### src/core/tpg_pkg.sv
/*
  Constants, types and the address decoder of the three-port GPIO bank.
  Assumes APB with 32-bit data; each register sits in one aligned word
  whose byte address is four times its register index.
*/
`default_nettype none

package tpg_pkg;

  localparam int PORT_W = 8;
  localparam int NUM_PORTS = 3;
  localparam int ADDR_W = 18;
  localparam int DATA_W = 32;
  localparam int FIELD_LSB = 0;

  typedef logic [15:0] tpg_idx_t;

  //////////////////////////////////////////////////////////////////////////////
  // Register indices; byte address is index times four
  localparam tpg_idx_t IDX_PIN_ALT_SELECT_A = 16'h7F93;
  localparam tpg_idx_t IDX_PIN_ALT_SELECT_B = 16'h7F94;
  localparam tpg_idx_t IDX_PIN_ALT_SELECT_C = 16'h7F95;
  localparam tpg_idx_t IDX_PORT_A_OUTPUT_DATA = 16'h7F96;
  localparam tpg_idx_t IDX_PORT_B_OUTPUT_DATA = 16'h7F97;
  localparam tpg_idx_t IDX_PORT_C_OUTPUT_DATA = 16'h7F98;
  localparam tpg_idx_t IDX_PORT_A_PIN_STATE = 16'h7F99;
  localparam tpg_idx_t IDX_PORT_B_PIN_STATE = 16'h7F9A;
  localparam tpg_idx_t IDX_PORT_C_PIN_STATE = 16'h7F9B;
  localparam tpg_idx_t IDX_PORT_A_DRIVE_ENABLE = 16'h7F9C;
  localparam tpg_idx_t IDX_PORT_B_DRIVE_ENABLE = 16'h7F9D;
  localparam tpg_idx_t IDX_PORT_C_DRIVE_ENABLE = 16'h7F9E;

  //////////////////////////////////////////////////////////////////////////////
  // Reset values
  localparam logic [PORT_W-1:0] RST_OUTPUT_DATA = 8'h00;
  localparam logic [PORT_W-1:0] RST_DRIVE_ENABLE = 8'h00;
  localparam logic [PORT_W-1:0] RST_ALT_SELECT = 8'h00;
  localparam logic [PORT_W-1:0] RST_PIN_SYNC = 8'h00;

  typedef enum logic [4:0] {
    KIND_NONE = 5'h01,
    KIND_ALT = 5'h02,
    KIND_OUT = 5'h04,
    KIND_PIN = 5'h08,
    KIND_OE = 5'h10
  } tpg_kind_e;

  typedef struct packed {
    tpg_kind_e kind;
    logic [1:0] port;
  } tpg_dec_s;

  // Maps a word index onto register kind and port
  function automatic tpg_dec_s tpg_decode(input tpg_idx_t w);
    tpg_dec_s d;
    d.kind = KIND_NONE;
    d.port = 2'h0;
    for (int p = 0; p < NUM_PORTS; p++) begin
      if (w == IDX_PIN_ALT_SELECT_A + tpg_idx_t'(p)) begin
        d.kind = KIND_ALT;
        d.port = 2'(p);
      end
      if (w == IDX_PORT_A_OUTPUT_DATA + tpg_idx_t'(p)) begin
        d.kind = KIND_OUT;
        d.port = 2'(p);
      end
      if (w == IDX_PORT_A_PIN_STATE + tpg_idx_t'(p)) begin
        d.kind = KIND_PIN;
        d.port = 2'(p);
      end
      if (w == IDX_PORT_A_DRIVE_ENABLE + tpg_idx_t'(p)) begin
        d.kind = KIND_OE;
        d.port = 2'(p);
      end
    end
    return d;
  endfunction

endpackage

`default_nettype wire

### src/core/tpg_gpio_bank.sv
/*
  Three 8-bit GPIO ports with output data, pin state, drive enable and
  alternate-function select registers, reached as an APB slave.
  Assumes alternate-function signals are synchronous inputs, pins pass a two-stage synchroniser, and
  that the pad ring resolves each pin from pin_out and pin_oe.
*/
// Chosen here: the APB interface to the registers.
`timescale 1ns/1ps
`default_nettype none

// Functional notes
// - A pin is driven from its output data bit only while its drive enable is 1 and alternate select is 0.
// - With drive enable 0, writes to the output data bit are still stored but not driven onto the pin.
// - Reading a pin-state register returns every pin level of the port, plain IO or alternate function.
// - Each drive-enable bit controls the tri-state driver; 1 makes an output unless alternate select is 1.
// - One read/write output data register per port at consecutive addresses, each bit resetting to 0.
// - Pin-state registers are read-only, one bit per pin, following the external pin levels.
// - Drive-enable registers are read/write, one bit per pin.
// - An alternate select bit of 1 hands the pin to its alternate peripheral function.
module tpg_gpio_bank (
  input wire logic clk,
  input wire logic rst,
  input wire logic psel,
  input wire logic penable,
  input wire logic pwrite,
  input wire logic [tpg_pkg::ADDR_W-1:0] paddr,
  input wire logic [tpg_pkg::DATA_W-1:0] pwdata,
  input wire logic [3:0] pstrb,
  output logic [tpg_pkg::DATA_W-1:0] prdata,
  output logic pready,
  output logic pslverr,
  input wire logic [tpg_pkg::PORT_W-1:0] pin_in_a,
  input wire logic [tpg_pkg::PORT_W-1:0] pin_in_b,
  input wire logic [tpg_pkg::PORT_W-1:0] pin_in_c,
  output logic [tpg_pkg::PORT_W-1:0] pin_out_a,
  output logic [tpg_pkg::PORT_W-1:0] pin_out_b,
  output logic [tpg_pkg::PORT_W-1:0] pin_out_c,
  output logic [tpg_pkg::PORT_W-1:0] pin_oe_a,
  output logic [tpg_pkg::PORT_W-1:0] pin_oe_b,
  output logic [tpg_pkg::PORT_W-1:0] pin_oe_c,
  input wire logic [tpg_pkg::PORT_W-1:0] alt_out_a,
  input wire logic [tpg_pkg::PORT_W-1:0] alt_out_b,
  input wire logic [tpg_pkg::PORT_W-1:0] alt_out_c,
  input wire logic [tpg_pkg::PORT_W-1:0] alt_oe_a,
  input wire logic [tpg_pkg::PORT_W-1:0] alt_oe_b,
  input wire logic [tpg_pkg::PORT_W-1:0] alt_oe_c
);
  import tpg_pkg::*;

  //////////////////////////////////////////////////////////////////////////////
  // State

  typedef struct packed {
    logic [NUM_PORTS-1:0][PORT_W-1:0] out_data;
    logic [NUM_PORTS-1:0][PORT_W-1:0] drive_en;
    logic [NUM_PORTS-1:0][PORT_W-1:0] alt_sel;
    logic [NUM_PORTS-1:0][PORT_W-1:0] pin_out;
    logic [NUM_PORTS-1:0][PORT_W-1:0] pin_oe;
    logic [DATA_W-1:0] prdata;
    logic pready;
    logic pslverr;
  } tpg_state_s;

  // Drive enables come up low so no pin fights the board after reset
  localparam tpg_state_s RESET_STATE = '{
    out_data: {NUM_PORTS{RST_OUTPUT_DATA}},
    drive_en: {NUM_PORTS{RST_DRIVE_ENABLE}},
    alt_sel: {NUM_PORTS{RST_ALT_SELECT}},
    pin_out: {NUM_PORTS{RST_OUTPUT_DATA}},
    pin_oe: {NUM_PORTS{RST_DRIVE_ENABLE}},
    prdata: '0,
    pready: 1'b0,
    pslverr: 1'b0
  };

  tpg_state_s state_reg;
  tpg_state_s state_next;

  logic [NUM_PORTS-1:0][PORT_W-1:0] pin_in_all;
  logic [NUM_PORTS-1:0][PORT_W-1:0] alt_out_all;
  logic [NUM_PORTS-1:0][PORT_W-1:0] alt_oe_all;
  logic [NUM_PORTS-1:0][PORT_W-1:0] pin_sync;
  tpg_dec_s dec;
  logic setup;
  logic wr_fire;
  logic bad_access;
  logic [PORT_W-1:0] rd_byte;

  assign pin_in_all = {pin_in_c, pin_in_b, pin_in_a};
  assign alt_out_all = {alt_out_c, alt_out_b, alt_out_a};
  assign alt_oe_all = {alt_oe_c, alt_oe_b, alt_oe_a};

  //////////////////////////////////////////////////////////////////////////////
  // Pin synchroniser

  tpg_sync #(
    .W(NUM_PORTS * PORT_W)
  ) u_pin_sync (
    .clk(clk),
    .rst(rst),
    .d(pin_in_all),
    .q(pin_sync)
  );

  //////////////////////////////////////////////////////////////////////////////
  // APB decode

  // Misaligned byte addresses are treated as unmapped
  assign dec = (paddr[1:0] == 2'h0) ? tpg_decode(paddr[FIELD_LSB+17:FIELD_LSB+2])
                                    : tpg_dec_s'{kind: KIND_NONE, port: 2'h0};
  assign setup = psel && !penable;
  assign bad_access = (dec.kind == KIND_NONE) || (pwrite && dec.kind == KIND_PIN);
  assign wr_fire = psel && penable && state_reg.pready && pwrite && !state_reg.pslverr;

  always_comb begin
    case (dec.kind)
      KIND_ALT: rd_byte = state_reg.alt_sel[dec.port];
      KIND_OUT: rd_byte = state_reg.out_data[dec.port];
      KIND_PIN: rd_byte = pin_sync[dec.port];
      KIND_OE: rd_byte = state_reg.drive_en[dec.port];
      default: rd_byte = '0;
    endcase
  end

  //////////////////////////////////////////////////////////////////////////////
  // Next state

  always_comb begin
    state_next = state_reg;
    state_next.pready = 1'b0;
    state_next.pslverr = 1'b0;
    state_next.prdata = '0;
    // Answer is prepared in the setup cycle so the access phase has no wait
    if (setup) begin
      state_next.pready = 1'b1;
      state_next.pslverr = bad_access;
      if (!pwrite && !bad_access) begin
        state_next.prdata = {{(DATA_W - PORT_W){1'b0}}, rd_byte};
      end
    end
    // Only byte lane 0 carries register data
    if (wr_fire && pstrb[0]) begin
      case (dec.kind)
        KIND_ALT: state_next.alt_sel[dec.port] = pwdata[PORT_W-1:0];
        KIND_OUT: state_next.out_data[dec.port] = pwdata[PORT_W-1:0];
        KIND_OE: state_next.drive_en[dec.port] = pwdata[PORT_W-1:0];
        default: state_next.out_data = state_reg.out_data;
      endcase
    end
    // Output data is latched regardless of the enable; only the pad path is gated
    state_next.pin_out = (state_reg.alt_sel & alt_out_all)
                       | (~state_reg.alt_sel & state_reg.out_data);
    state_next.pin_oe = (state_reg.alt_sel & alt_oe_all)
                      | (~state_reg.alt_sel & state_reg.drive_en);
  end

  always_ff @(posedge clk or posedge rst) begin
    if (rst) begin
      state_reg <= RESET_STATE;
    end else begin
      state_reg <= state_next;
    end
  end

  //////////////////////////////////////////////////////////////////////////////
  // Outputs

  assign prdata = state_reg.prdata;
  assign pready = state_reg.pready;
  assign pslverr = state_reg.pslverr;
  assign pin_out_a = state_reg.pin_out[0];
  assign pin_out_b = state_reg.pin_out[1];
  assign pin_out_c = state_reg.pin_out[2];
  assign pin_oe_a = state_reg.pin_oe[0];
  assign pin_oe_b = state_reg.pin_oe[1];
  assign pin_oe_c = state_reg.pin_oe[2];

  //////////////////////////////////////////////////////////////////////////////
  // Checks

  logic [PORT_W-1:0] wr_byte_q;
  logic [1:0] wr_port_q;
  tpg_kind_e wr_kind_q;
  logic wr_fire_q;

  always_ff @(posedge clk or posedge rst) begin
    if (rst) begin
      wr_byte_q <= 8'h00;
      wr_port_q <= 2'h0;
      wr_kind_q <= KIND_NONE;
      wr_fire_q <= 1'b0;
    end else begin
      wr_byte_q <= pwdata[PORT_W-1:0];
      wr_port_q <= dec.port;
      wr_kind_q <= dec.kind;
      wr_fire_q <= wr_fire && pstrb[0];
    end
  end

  gpio_drive_a: assert property (
    @(posedge clk) disable iff (rst)
    1'b1 |=> ((~$past(state_reg.alt_sel) & $past(state_reg.drive_en)
              & ($past(state_reg.out_data) ^ state_reg.pin_out)) == '0))
    else $error("pin does not follow output data while enabled");

  latch_store_a: assert property (
    @(posedge clk) disable iff (rst)
    wr_fire_q && wr_kind_q == KIND_OUT
    |-> state_reg.out_data[wr_port_q] == wr_byte_q
        ##1 ((state_reg.pin_oe & ~state_reg.alt_sel & ~state_reg.drive_en) == '0))
    else $error("output data write lost or undriven bit enabled");

  tristate_ctrl_a: assert property (
    @(posedge clk) disable iff (rst)
    1'b1 |=> (state_reg.pin_oe == (($past(state_reg.alt_sel) & $past(alt_oe_all))
                                | (~$past(state_reg.alt_sel) & $past(state_reg.drive_en)))))
    else $error("driver enable does not match drive enable and select");

  alt_hand_a: assert property (
    @(posedge clk) disable iff (rst)
    1'b1 |=> (($past(state_reg.alt_sel) & ($past(alt_out_all) ^ state_reg.pin_out)) == '0))
    else $error("alternate function not routed to pin");

  pin_read_a: assert property (
    @(posedge clk) disable iff (rst)
    setup && !pwrite && dec.kind == KIND_PIN
    |=> pready && !pslverr && prdata[PORT_W-1:0] == $past(pin_sync[dec.port]))
    else $error("pin state read returns wrong level");

  pin_ro_a: assert property (
    @(posedge clk) disable iff (rst)
    setup && pwrite && dec.kind == KIND_PIN |=> pready && pslverr ##1 !pready)
    else $error("write to pin state not refused");

  out_reset_a: assert property (
    @(posedge clk)
    rst |-> state_reg.out_data == '0 && state_reg.pin_oe == '0 && !pready)
    else $error("output data not cleared by reset");

  enable_rw_a: assert property (
    @(posedge clk) disable iff (rst)
    wr_fire_q && wr_kind_q == KIND_OE |-> state_reg.drive_en[wr_port_q] == wr_byte_q)
    else $error("drive enable write not stored");

  sync_delay_a: assert property (
    @(posedge clk) disable iff (rst)
    1'b1 |-> ##2 pin_sync == $past(pin_in_all, 2))
    else $error("pin level not delayed by two stages");

  apb_ready_a: assert property (
    @(posedge clk) disable iff (rst)
    setup |=> pready ##1 !pready)
    else $error("access phase not answered in one cycle");

  //////////////////////////////////////////////////////////////////////////////
  // Bus refusals, handshake, register read-back and storage, alternate enable routing

  misalign_err_a: assert property (
    @(posedge clk) disable iff (rst)
    setup && paddr[1:0] != 2'h0
    |=> pready && pslverr && prdata == '0)
    else $error("misaligned access not refused");

  unmapped_err_a: assert property (
    @(posedge clk) disable iff (rst)
    setup && dec.kind == KIND_NONE
    |=> pready && pslverr && prdata == '0)
    else $error("unmapped access not refused");

  strobe_gate_a: assert property (
    @(posedge clk) disable iff (rst)
    psel && penable && pwrite && !pstrb[0]
    |=> $stable(state_reg.out_data) && $stable(state_reg.drive_en) && $stable(state_reg.alt_sel))
    else $error("write without lane zero strobe changed a register");

  answer_idle_a: assert property (
    @(posedge clk) disable iff (rst)
    !pready
    |-> prdata == '0 && !pslverr)
    else $error("read data or error shown outside the answer cycle");

  ready_pulse_a: assert property (
    @(posedge clk) disable iff (rst)
    pready
    |=> !pready)
    else $error("ready held past one cycle");

  ready_cause_a: assert property (
    @(posedge clk) disable iff (rst)
    pready
    |-> $past(setup))
    else $error("ready raised without a setup cycle");

  out_read_a: assert property (
    @(posedge clk) disable iff (rst)
    setup && !pwrite && dec.kind == KIND_OUT
    |=> prdata[PORT_W-1:0] == $past(state_reg.out_data[dec.port]))
    else $error("output data read back wrong");

  oe_read_a: assert property (
    @(posedge clk) disable iff (rst)
    setup && !pwrite && dec.kind == KIND_OE
    |=> prdata[PORT_W-1:0] == $past(state_reg.drive_en[dec.port]))
    else $error("drive enable read back wrong");

  alt_read_a: assert property (
    @(posedge clk) disable iff (rst)
    setup && !pwrite && dec.kind == KIND_ALT
    |=> prdata[PORT_W-1:0] == $past(state_reg.alt_sel[dec.port]))
    else $error("alternate select read back wrong");

  alt_store_a: assert property (
    @(posedge clk) disable iff (rst)
    wr_fire_q && wr_kind_q == KIND_ALT
    |-> state_reg.alt_sel[wr_port_q] == wr_byte_q)
    else $error("alternate select write not stored");

  out_hold_a: assert property (
    @(posedge clk) disable iff (rst)
    !(wr_fire && pstrb[0] && dec.kind == KIND_OUT)
    |=> $stable(state_reg.out_data))
    else $error("output data changed without a write");

  pin_wr_keep_a: assert property (
    @(posedge clk) disable iff (rst)
    setup && pwrite && dec.kind == KIND_PIN
    |=> ##1 ($stable(state_reg.out_data) && $stable(state_reg.drive_en) && $stable(state_reg.alt_sel)))
    else $error("refused pin state write changed a register");

  upper_zero_a: assert property (
    @(posedge clk) disable iff (rst)
    pready
    |-> prdata[DATA_W-1:PORT_W] == '0)
    else $error("upper read data bits not zero");

  alt_oe_route_a: assert property (
    @(posedge clk) disable iff (rst)
    1'b1
    |=> (($past(state_reg.alt_sel) & ($past(alt_oe_all) ^ state_reg.pin_oe)) == '0))
    else $error("alternate enable not routed to driver");

endmodule // tpg_gpio_bank

`default_nettype wire

### src/core/tpg_sync.sv
/*
  Two-stage synchroniser for a vector of pin levels.
  Assumes each bit is an independent level; no bit-to-bit coherence.
*/
`timescale 1ns/1ps
`default_nettype none

module tpg_sync #(
  parameter int W = 24
) (
  input wire logic clk,
  input wire logic rst,
  input wire logic [W-1:0] d,
  output logic [W-1:0] q
);
  import tpg_pkg::*;

  typedef struct packed {
    logic [W-1:0] meta;
    logic [W-1:0] q;
  } tpg_sync_s;

  tpg_sync_s sync_reg;
  tpg_sync_s sync_next;

  // First stage feeds only the second stage
  always_comb begin
    sync_next = sync_reg;
    sync_next.meta = d;
    sync_next.q = sync_reg.meta;
  end

  always_ff @(posedge clk or posedge rst) begin
    if (rst) begin
      sync_reg <= '0;
    end else begin
      sync_reg <= sync_next;
    end
  end

  assign q = sync_reg.q;

endmodule // tpg_sync

`default_nettype wire

### config.mk
export PLATFORM = sky130hd
export DESIGN_NAME = tpg_gpio_bank
export DESIGN_NICKNAME = d
export VERILOG_FILES = /design/src/core/tpg_pkg.sv /design/src/core/tpg_gpio_bank.sv /design/src/core/tpg_sync.sv
export SDC_FILE = /design/constraint.sdc
export NUM_CORES = 1
export LEC_CHECK = 0
export CAP_MARGIN = 10
export CORE_MARGIN = 2
export CORE_UTILIZATION = 45
export DETAILED_ROUTE_END_ITERATION = 10
export DONT_BUFFER_PORTS = 1
export GPL_TIMING_DRIVEN = 0
export HOLD_SLACK_MARGIN = 0.12
export MAX_ROUTING_LAYER = met4
export PLACE_DENSITY = 0.59
export SLEW_MARGIN = 20
export SYNTH_ARGS = -nofsm -noshare
export SYNTH_HDL_FRONTEND = slang
export SYNTH_HIERARCHICAL = 1
export SYNTH_SLANG_ARGS = --single-unit
### constraint.sdc
create_clock -name clk -period 8.45 [get_ports clk]
set_input_delay 0.4225 -clock clk [delete_from_list [all_inputs] [get_ports clk]]
set_output_delay 0.4225 -clock clk [all_outputs]
set_load 0.01 [all_outputs]
==> run summary, run 1 <==
Num ports: 213
Asr flop ratio synth: 100%
DR vias: 4619
CP Launch Type: primary input
Peak supply drop: 154 uV
Largest net degree at the start of global routing: 96
Fillcell total: 1407
Run status: finished, final reports clean
Part of the power in registers: 49.9%
Critical Path AT: 2.96 ns
Max-cap violations: 0
Post-CTS Resized: 0
Total Power: 1.74 mW
Root Driver: clkbuf_16
Slew HR: 40.3%
CTS Hold Bufs: 33
R2R cell count: 4
Hold Vio Cnt, Final: 0
DR pass1 iterations: 6
P_sw: 0.370 mW
Most common cell in the netlist: dfrtp_1
Clock Pin Slew Worst Setup and Hold Paths: 0.07 ns
Clock skew: 0.0133 ns
Clk_lat worst skew: 0.43 ns
Global-route wire length before repair: 26300 um
Post-Syn Area: 7630 sq um
Final slew viol count: 0
Pwr per Cell Area: 191 nW/um^2
DR DRC count: 0
Inserted Clock Buffers: 17
Vias per std cell: 5.25
Max reg flops: 72
Minimum clock period: 2.64 ns
Vias in the first global route: 4669
CTS tree: done
Top area cells in the synthesized netlist: dfrtp_1 (58%), mux2_2 (13%), buf_4 (8.2%)
Antenna violations before repair: 1
Post-synth EDFFs: 0
Unrepaired setup endpoints after global routing: false
Final Non-Filler Cells: 879
Buffers on Ports: 0
Crit-path cells: and4bb_1 > nand4_1 > buf_2 > nor3_2 > nand4b_1 > mux2_2
Post-DRT Antenna Nets: 0
Setup Viol. Count Final: 0
Post-route cell area: 9100 sq um
Fraction of layout cells with a size suffix above 1: 35.6%
Hold crit path type: in2reg
Yosys cell types: 50
Total track usage: 20.5%
Max Root-Sink Buffers: 2
Remaining Overflow, GRT: 0
Routed len/inst: 20.0 um
Post-DP HPWL: 11700 um
Clock share of power: 45.9%
Syn-to-layout area delta: 19.2%
Synth Flop Type: dfrtp_1
# rows: 47
Worst EP required: 8.76 ns
Peak Freq: 378 MHz
Synthesized area per cell: 13.7 sq um
Area leader, netlist: dfrtp_1
Chip width: 134 um
Core area: 16600 sq um
Final Util: 54.9%
Initial Util: 46.0%
DP Cell Count: 802
DIE AREA: 18000 sq um
FF+latch count, synth: 178
Die Ht: 134 um
Final worst-path cycle share: 31.3%
Sink Count: 178
Slowest stage delay, CP: 0.79 ns
WL final: 17600 um
Crit Path Max Fanout: 10
Critical path class: in2reg
Nets@finish: 777
Int Pwr: 1.37 mW
H-tree Lvls: 4
Min-Delay Path Depth: 1
CP Capture Type: register
Register area share after synthesis: 58.3%
Setup TNS Final: 0 ns
Worst path slowest cell: nand4b_1
Placed cell area: 8050 sq um
Setup bufs post-CTS: 0
Detailed Route Iter0 Violations: 382
Gpl congestion: 0.858
Post-synth top cells: dfrtp_1 (178), mux2_2 (88), buf_4 (83)
Mapped Cells: 557
Switch share: 21.3%
Post-synth top area share: 58.3%
Logic gate share of total power: 4.2%
Syn. warnings: 6
Worst-Margin Slew: 0.890 ns
Leakage: 4.51 nW
[critical path, delay by kind of cell]
kind	cells	cell delay, ns
AND/OR/NAND/NOR	4	1.66
buffers and inverters	1	0.30
multiplexers	1	0.56
[power groups by stage]
| stage | Combinational (mW) | Sequential (mW) | Clock (mW) |
|---|---|---|---|
| after floorplan | 0.0433 | 0.883 | 0 |
| after global placement | 0.0504 | 0.884 | 0 |
| after detailed placement | 0.0546 | 0.884 | 0 |
| after CTS | 0.0683 | 0.868 | 0.809 |
| after global routing | 0.0812 | 0.868 | 0.851 |
| final | 0.0731 | 0.867 | 0.798 |
[area by class of cell]
class | count | area, sq um | share of cell area (%)
timing repair buffer | 47 | 498 | 5.47
antenna | 1 | 2.50 | 0.0275
clock inverter | 13 | 159 | 1.75
buffer | 97 | 721 | 7.92
multi-input combinational | 300 | 2530 | 27.8
inverter | 5 | 26.3 | 0.289
clock buffer | 18 | 439 | 4.82
tap | 220 | 275 | 3.02
sequential | 178 | 4450 | 48.9
[layout by cell type (no fill, tap or decap), types with 3 or more instances in the layout]
cell	synthesis	routed
nand2_2	4	4
nor3b_1	6	6
a21oi_1	27	27
nand2_1	25	25
or4_1	4	4
dlygate4sd3_1	0	45
clkinv_2	0	4
mux2_2	88	88
a22oi_1	16	16
a22o_1	8	8
buf_2	6	6
dfrtp_1	178	178
bufinv_16	0	3
and2_1	4	4
clkinvlp_4	0	3
buf_4	83	83
a22oi_2	3	3
nand3_1	3	3
conb_1	1	24
nor2_1	7	7
inv_1	5	3
clkbuf_1	3	3
a221o_1	6	6
buf_6	5	5
mux2_1	32	32
clkbuf_16	0	17
nor2b_1	4	4
o221ai_1	4	4
[cells by family after synthesis]
family / synth area share (%)
compound gates: 7.64
xor+xnor: 0.443
buf+inv: 9.69
flops: 58.3
mux: 17.8
other cells: 0.0491
simple gates: 6.01
[path summary, 6_finish.rpt]
| path | slack (ns) | start | to |
|---|---|---|---|
| worst max-delay path | 5.81 | paddr[8] | state_reg[136] |
| worst min-delay path | 0.14 | alt_out_c[4] | pin_out_c[4] |
| worst max register to register | 6.01 | pslverr | state_reg[136] |
| worst min register to register | 0.35 | u_pin_sync/sync_next[4] | u_pin_sync/q[4] |
| max in group asynchronous | 7.21 | rst | state_reg[132] |
| min in group asynchronous | 0.51 | rst | state_reg[133] |
[routing by layer]
metal	up-vias	global-route usage, %	part of all wire [%]
li1	2061	-	-
met3	41	5.52	6.9
met4	0	8.13	2.8
met2	222	32.6	49
met5	-	-	0
met1	2295	25.1	41
[through the flow]
| step | hold WS [ns] | setup slack [ns] |
|---|---|---|
| final | 0.138 | 5.81 |
| after global routing | 0.121 | 5.77 |
| after CTS | 0.121 | 5.88 |
| after detailed placement | 0.268 | 5.44 |
| after global placement | 0.334 | 3.20 |
| after floorplan | 0.331 | 4.56 |
Note: power is estimated with default switching activity, not from simulation.
==> run 2: changes to the inputs <==
clock period = 2.5 ns   (was 8.45 ns; I/O delays follow)
==> run 2 against run 1 <==
Effect of this change:
- clock skew fell by 0.0051 ns
- count of clock-buffer cells in the layout rose by 3
- flip-flop and latch count stayed put
- final cell count is 5.0% higher
- via count increased by 1.4%
- critical path depth is 2 lower
- register-to-register slack got worse by 5.6 ns
- die area did not move
- utilization grew 2.7 points
- non-clock buffer count grew 45
- routed wire length up 0.15%
- design area is 4.9% higher
- largest cell class unchanged
- largest power group unchanged
==> run summary, run 2 (synthesis gave the netlist of run 1 again) <==
Leakage: 4.70 nW (+4.2%)
Routed len/inst: 19.1 um (-4.6%)
Critical Path AT: 2.44 ns (-0.52 ns)
Clock Pin Slew Worst Setup and Hold Paths: 0.06 ns (about the same)
CP Launch Type: register
Fillcell total: 1369 (-2.7%)
Worst EP required: 2.81 ns (-5.95 ns)
DP Cell Count: 805 (+0.37%)
DR DRC count: 0 (unchanged)
Max-cap violations: 0 (unchanged)
Hold crit path type: in2reg
Final antenna diode count: 0 (-1)
Met3 Use GR: 5.63% (+0.11 points)
Slew HR: 46.9% (+6.5 points)
Root Driver: clkbuf_16
DIE AREA: 18000 sq um (unchanged)
GR Layer Usage met1: 25.5% (+0.36 points)
Peak supply drop: 459 uV (+200%)
Final Non-Filler Cells: 923 (+5.0%)
Final worst-path cycle share: 85.3%
Post-DRT Antenna Nets: 0 (unchanged)
Total Power: 5.81 mW (+230%)
Buffers on Ports: 0 (unchanged)
Final slew viol count: 0 (unchanged)
# rows: 47 (unchanged)
Run status: finished, final reports clean
Chip width: 134 um (unchanged)
Post-CTS Resized: 0 (unchanged)
CTS tree: done
Antenna violations before repair: 0 (-1)
CP Capture Type: register
Sink Count: 178 (unchanged)
Nets@finish: 822 (+5.8%)
Peak Freq: 469 MHz
H-tree Lvls: 4 (unchanged)
Crit Path Max Fanout: 8 (-2)
DR pass1 iterations: 4 (-2)
Setup TNS Final: 0 ns (unchanged)
Inserted Clock Buffers: 17 (unchanged)
Critical path class: reg2reg
Clock skew: 0.00815 ns (-0.00510 ns)
Unrepaired setup endpoints after global routing: false
Setup Viol. Count Final: 0 (unchanged)
Clk_lat worst skew: 0.43 ns (about the same)
Remaining Overflow, GRT: 0 (unchanged)
Die Ht: 134 um (unchanged)
Pre-CTS WS: -0.255 ns (-5.69 ns)
Core area: 16600 sq um (unchanged)
Max reg flops: 72 (unchanged)
Grt peak-use layer: met2
Worst-Margin Slew: 0.797 ns (-0.0935 ns)
Total track usage: 21.1% (+0.54 points)
Final Util: 57.6% (+2.7 points)
Vias in the first global route: 5001 (+7.1%)
Largest net degree at the start of global routing: 35 (-64%)
Max Root-Sink Buffers: 2 (unchanged)
Num ports: 213 (unchanged)
Initial Util: 46.0% (unchanged)
Setup ws final: 0.368 ns (-5.44 ns)
DR vias: 4684 (+1.4%)
Vias per std cell: 5.07 (-3.4%)
Commonest cells after routing, fill and taps aside: dfrtp_1 (178), mux2_2 (88), dlygate4sd3_1 (86)
Pwr per Cell Area: 608 nW/um^2 (+220%)
Commonest non-fill, non-tap cell in the layout: dfrtp_1
Hold Vio Cnt, Final: 0 (unchanged)
M2 GR Usage: 34.4% (+1.8 points)
Syn-to-layout area delta: 25.1%
WL final: 17600 um (+0.15%)
Fraction of layout cells with a size suffix above 1: 33.7% (-1.8 points)
Minimum clock period: 2.13 ns
Worst reg2reg setup slack: 0.37 ns (-5.64 ns)
Post-DP HPWL: 12100 um (+3.2%)
Global-route wire length before repair: 27200 um (+3.5%)
Gpl congestion: 0.875 (+1.9%)
Detailed Route Iter0 Violations: 253 (-34%)
## run 2: worst paths after layout
path / from / end / cells after the start
min: paddr[4] / prdata[3] / 4
max reg2reg: pslverr / state_reg[141] / 4
max: pslverr / state_reg[141] / 4
max in group asynchronous: rst / pin_oe_b[5] / 5
min in group asynchronous: rst / u_pin_sync/sync_next[15] / 2
min reg2reg: u_pin_sync/sync_next[0] / u_pin_sync/q[0] / 0
## run 2: what timing repair did
item | 4_1_cts | 5_1_grt
endpoints found under the hold margin | 237 | 0
setup endpoints to repair | 0 | 8
hold buffers | 86 | 0
buffers inserted | 0 | 1
## run 2: layout make-up
type	instances	area [sq um]	share of cell area, %
multi-input combinational	300	2530	26.5
inverter	5	22.5	0.236
clock inverter	10	101	1.06
clock buffer	21	470	4.93
timing repair buffer	92	976	10.2
buffer	97	721	7.55
tap	220	275	2.88
sequential	178	4450	46.7
## run 2: worst max-delay path, stage by stage (launching register included)
cell,delay [ns]
dfrtp_1,0.43
nand4b_1,0.21
nor3_2,0.37
nand2_1,0.56
mux2_2,0.44
## run 2: report_power, final
part           total [mW]  switching, mW  internal [mW]
Combinational       0.318          0.153          0.165
Clock                2.56           1.10           1.46
Sequential           2.93         0.0121           2.92
Total                5.81           1.27           4.54
## run 2: stage by stage
step / instance area, sq um / hold slack [ns]
3_3_place_gp: 8000 / 0.156
4_1_cts: 9540 / 0.126
3_5_place_dp: 8110 / 0.0166
6_report: 9550 / 0.158
2_1_floorplan: 7720 / 0.156
5_1_grt: 9550 / 0.217
## run 2: per-layer routing
layer / wire, um / up-vias
met5: 0 / -
met4: 375 / 0
met3: 1320 / 31
met2: 8760 / 194
met1: 7170 / 2309
li1: - / 2150
==> run 3: changes to the inputs <==
BUFFER_PORTS_ARGS = -buffer_cell sky130_fd_sc_hd__buf_2   (was unset)
DONT_BUFFER_PORTS = unset   (was 1)
PLACE_DENSITY = 0.69   (was 0.59)
REMOVE_ABC_BUFFERS = 1   (was unset)
==> run 3 against run 2 <==
Effect of this change:
- routed wire length up 3.4%
- combinational power grew 8.8%
- clock power is 4% higher
- critical path depth unchanged
- power is 2.4% higher
- register-to-register slack worse by 0.16 ns
- via count increased by 6.8%
- sequential power about the same
- fmax shrank 7.0%
- highest routed layer unchanged
==> run summary, run 3 (synthesis gave the netlist of run 1 again) <==
Total track usage: 21.8% (+0.70 points)
Slew HR: 43.5% (-3.4 points)
Setup TNS Final: 0 ns (unchanged)
Gpl congestion: 0.792 (-9.5%)
Worst path slowest cell: nand4b_1
Final antenna diode count: 0 (unchanged)
Clock Pin Slew Worst Setup and Hold Paths: 0.07 ns (about the same)
Met3 Use GR: 5.56% (-0.076 points)
DR DRC count: 0 (unchanged)
Critical path class: reg2reg
Vias per std cell: 5.08 (about the same)
Minimum clock period: 2.29 ns (+0.160 ns)
Commonest cells after routing, fill and taps aside: dfrtp_1 (178), buf_2 (161), mux2_2 (88)
Worst EP required: 2.82 ns (about the same)
Detailed Route Iter0 Violations: 193 (-24%)
Max reg flops: 72 (unchanged)
Num ports: 213 (unchanged)
Hold crit path type: in2reg
Buffers on Ports: 161 (+161)
Part of the power in registers: 49.3% (-1.2 points)
DR vias: 5004 (+6.8%)
Fillcell total: 1329 (-2.9%)
Setup Viol. Count Final: 0 (unchanged)
DR pass1 iterations: 4 (unchanged)
WL final: 18200 um (+3.4%)
Nets@finish: 884 (+7.5%)
# rows: 47 (unchanged)
Critical Path AT: 2.61 ns (+0.17 ns)
Final worst-path cycle share: 91.7% (+6.4 points)
Remaining Overflow, GRT: 0 (unchanged)
Final Util: 58.2% (+0.63 points)
Int Pwr: 4.56 mW (+0.41%)
DIE AREA: 18000 sq um (unchanged)
Fraction of layout cells with a size suffix above 1: 40.2% (+6.5 points)
CTS tree: done
Peak Freq: 436 MHz (-7.0%)
H-tree Lvls: 4 (unchanged)
Clk_lat worst skew: 0.43 ns (about the same)
Largest net degree at the start of global routing: 82 (+130%)
Clock skew: 0.00753 ns (-0.000624 ns)
CP dominant cell by count: nand4b_1
CP Launch Type: register
Logic gate share of total power: 5.8% (+0.3 points)
GR Layer Usage met1: 24.7% (-0.79 points)
Syn-to-layout area delta: 26.4%
Post-DRT Antenna Nets: 0 (unchanged)
Post-DP HPWL: 11500 um (-4.9%)
Max-cap violations: 0 (unchanged)
Inserted Clock Buffers: 17 (unchanged)
Hold Vio Cnt, Final: 0 (unchanged)
Antenna violations before repair: 0 (unchanged)
Global-route wire length before repair: 28400 um (+4.4%)
Placed cell area: 8200 sq um (+1.2%)
Leakage: 4.92 nW (+4.8%)
Sink Count: 178 (unchanged)
Peak supply drop: 490 uV (+6.8%)
Routed len/inst: 18.5 um (-3.2%)
Post-route cell area: 9650 sq um (+1.1%)
Pwr per Cell Area: 616 nW/um^2 (+1.2%)
M2 GR Usage: 37.6% (+3.2 points)
Grt peak-use layer: met2
Die Ht: 134 um (unchanged)
Commonest non-fill, non-tap cell in the layout: dfrtp_1
Crit-path cells: nand4b_1 > nor3_2 > nand4b_1 > mux2_2
Chip width: 134 um (unchanged)
Initial Util: 46.0% (unchanged)
Final slew viol count: 0 (unchanged)
CP Capture Type: register
Unrepaired setup endpoints after global routing: false
Switch share: 23.3% (+1.5 points)
Root Driver: clkbuf_16
Clock share of power: 44.9% (+0.9 points)
Max Root-Sink Buffers: 2 (unchanged)
Slowest stage delay, CP: 0.74 ns (+0.18 ns)
Worst-Margin Slew: 0.844 ns (+0.0469 ns)
Vias in the first global route: 5328 (+6.5%)
P_sw: 1.38 mW (+9.3%)
Run status: finished, final reports clean
Crit Path Max Fanout: 8 (unchanged)
Core area: 16600 sq um (unchanged)
[run 3: cell count changes in the layout (fill, tap and decap cells not counted), moves of 2 or more]
cell,change
clkbuf_1,-4
buf_6,-5
inv_8,+2
buf_4,-81
buf_2,+155
clkinvlp_4,-2
dlygate4sd3_1,-3
buf_16,+2
buf_12,-3
inv_6,+2
[run 3: per-stage QoR]
step / setup slack (ns) / total power, mW / std cells / hold WS [ns]
2_1_floorplan: -1.09 / 3.09 / 483 / 0.156
4_1_cts: 0.268 / 5.99 / 986 / 0.127
3_5_place_dp: -0.804 / 3.23 / 868 / 0.179
5_1_grt: 0.132 / 6.17 / 986 / 0.157
6_report: 0.209 / 5.95 / 986 / 0.149
3_3_place_gp: -2.44 / 3.21 / 864 / 0.234
[run 3: layout make-up]
| cell class | instances | area [sq um] | share of cell area (%) |
|---|---|---|---|
| sequential | 178 | 4450 | 46.1 |
| multi-input combinational | 300 | 2540 | 26.3 |
| timing repair buffer | 251 | 1760 | 18.3 |
| clock buffer | 19 | 453 | 4.69 |
| tap | 220 | 275 | 2.85 |
| clock inverter | 13 | 145 | 1.50 |
| inverter | 5 | 23.8 | 0.246 |
[run 3: repair_timing]
item,CTS,global route
hold buffers,83,0
buffers inserted,3,0
setup endpoints to repair,48,0
hold endpoints to repair,243,0
resized for setup,0,0
[run 3: per-layer routing]
| layer | vias up | part of all wire (%) |
|---|---|---|
| li1 | 2272 | - |
| met1 | 2512 | 40 |
| met2 | 195 | 53 |
| met3 | 25 | 6.0 |
| met4 | 0 | 1.6 |
| met5 | - | 0 |
[run 3: path summary, 6_finish.rpt]
check                                         from                to  slack [ns]  cells past startpoint
max                                        pslverr    state_reg[131]        0.21                      4
min                                         pwrite           pslverr        0.15                      3
max reg2reg                                pslverr    state_reg[131]        0.21                      4
min reg2reg                u_pin_sync/sync_next[3]   u_pin_sync/q[3]        0.35                      0
max in group asynchronous                      rst       pin_oe_a[3]        1.43                      4
min in group asynchronous                      rst  u_pin_sync/q[17]        0.29                      3
[run 3: worst max-delay path: cells and delay by family, from the launching register on]
family	cells	cell delay [ns]
flops	1	0.38
mux	1	0.55
simple gates	3	1.24
[run 3: power by group through the flow]
stage	Clock [mW]	Combinational, mW	Sequential (mW)
CTS	2.71	0.346	2.93
floorplan	0	0.102	2.98
finish	2.67	0.346	2.93
global placement	0	0.226	2.98
global route	2.85	0.383	2.93
detailed placement	0	0.245	2.98
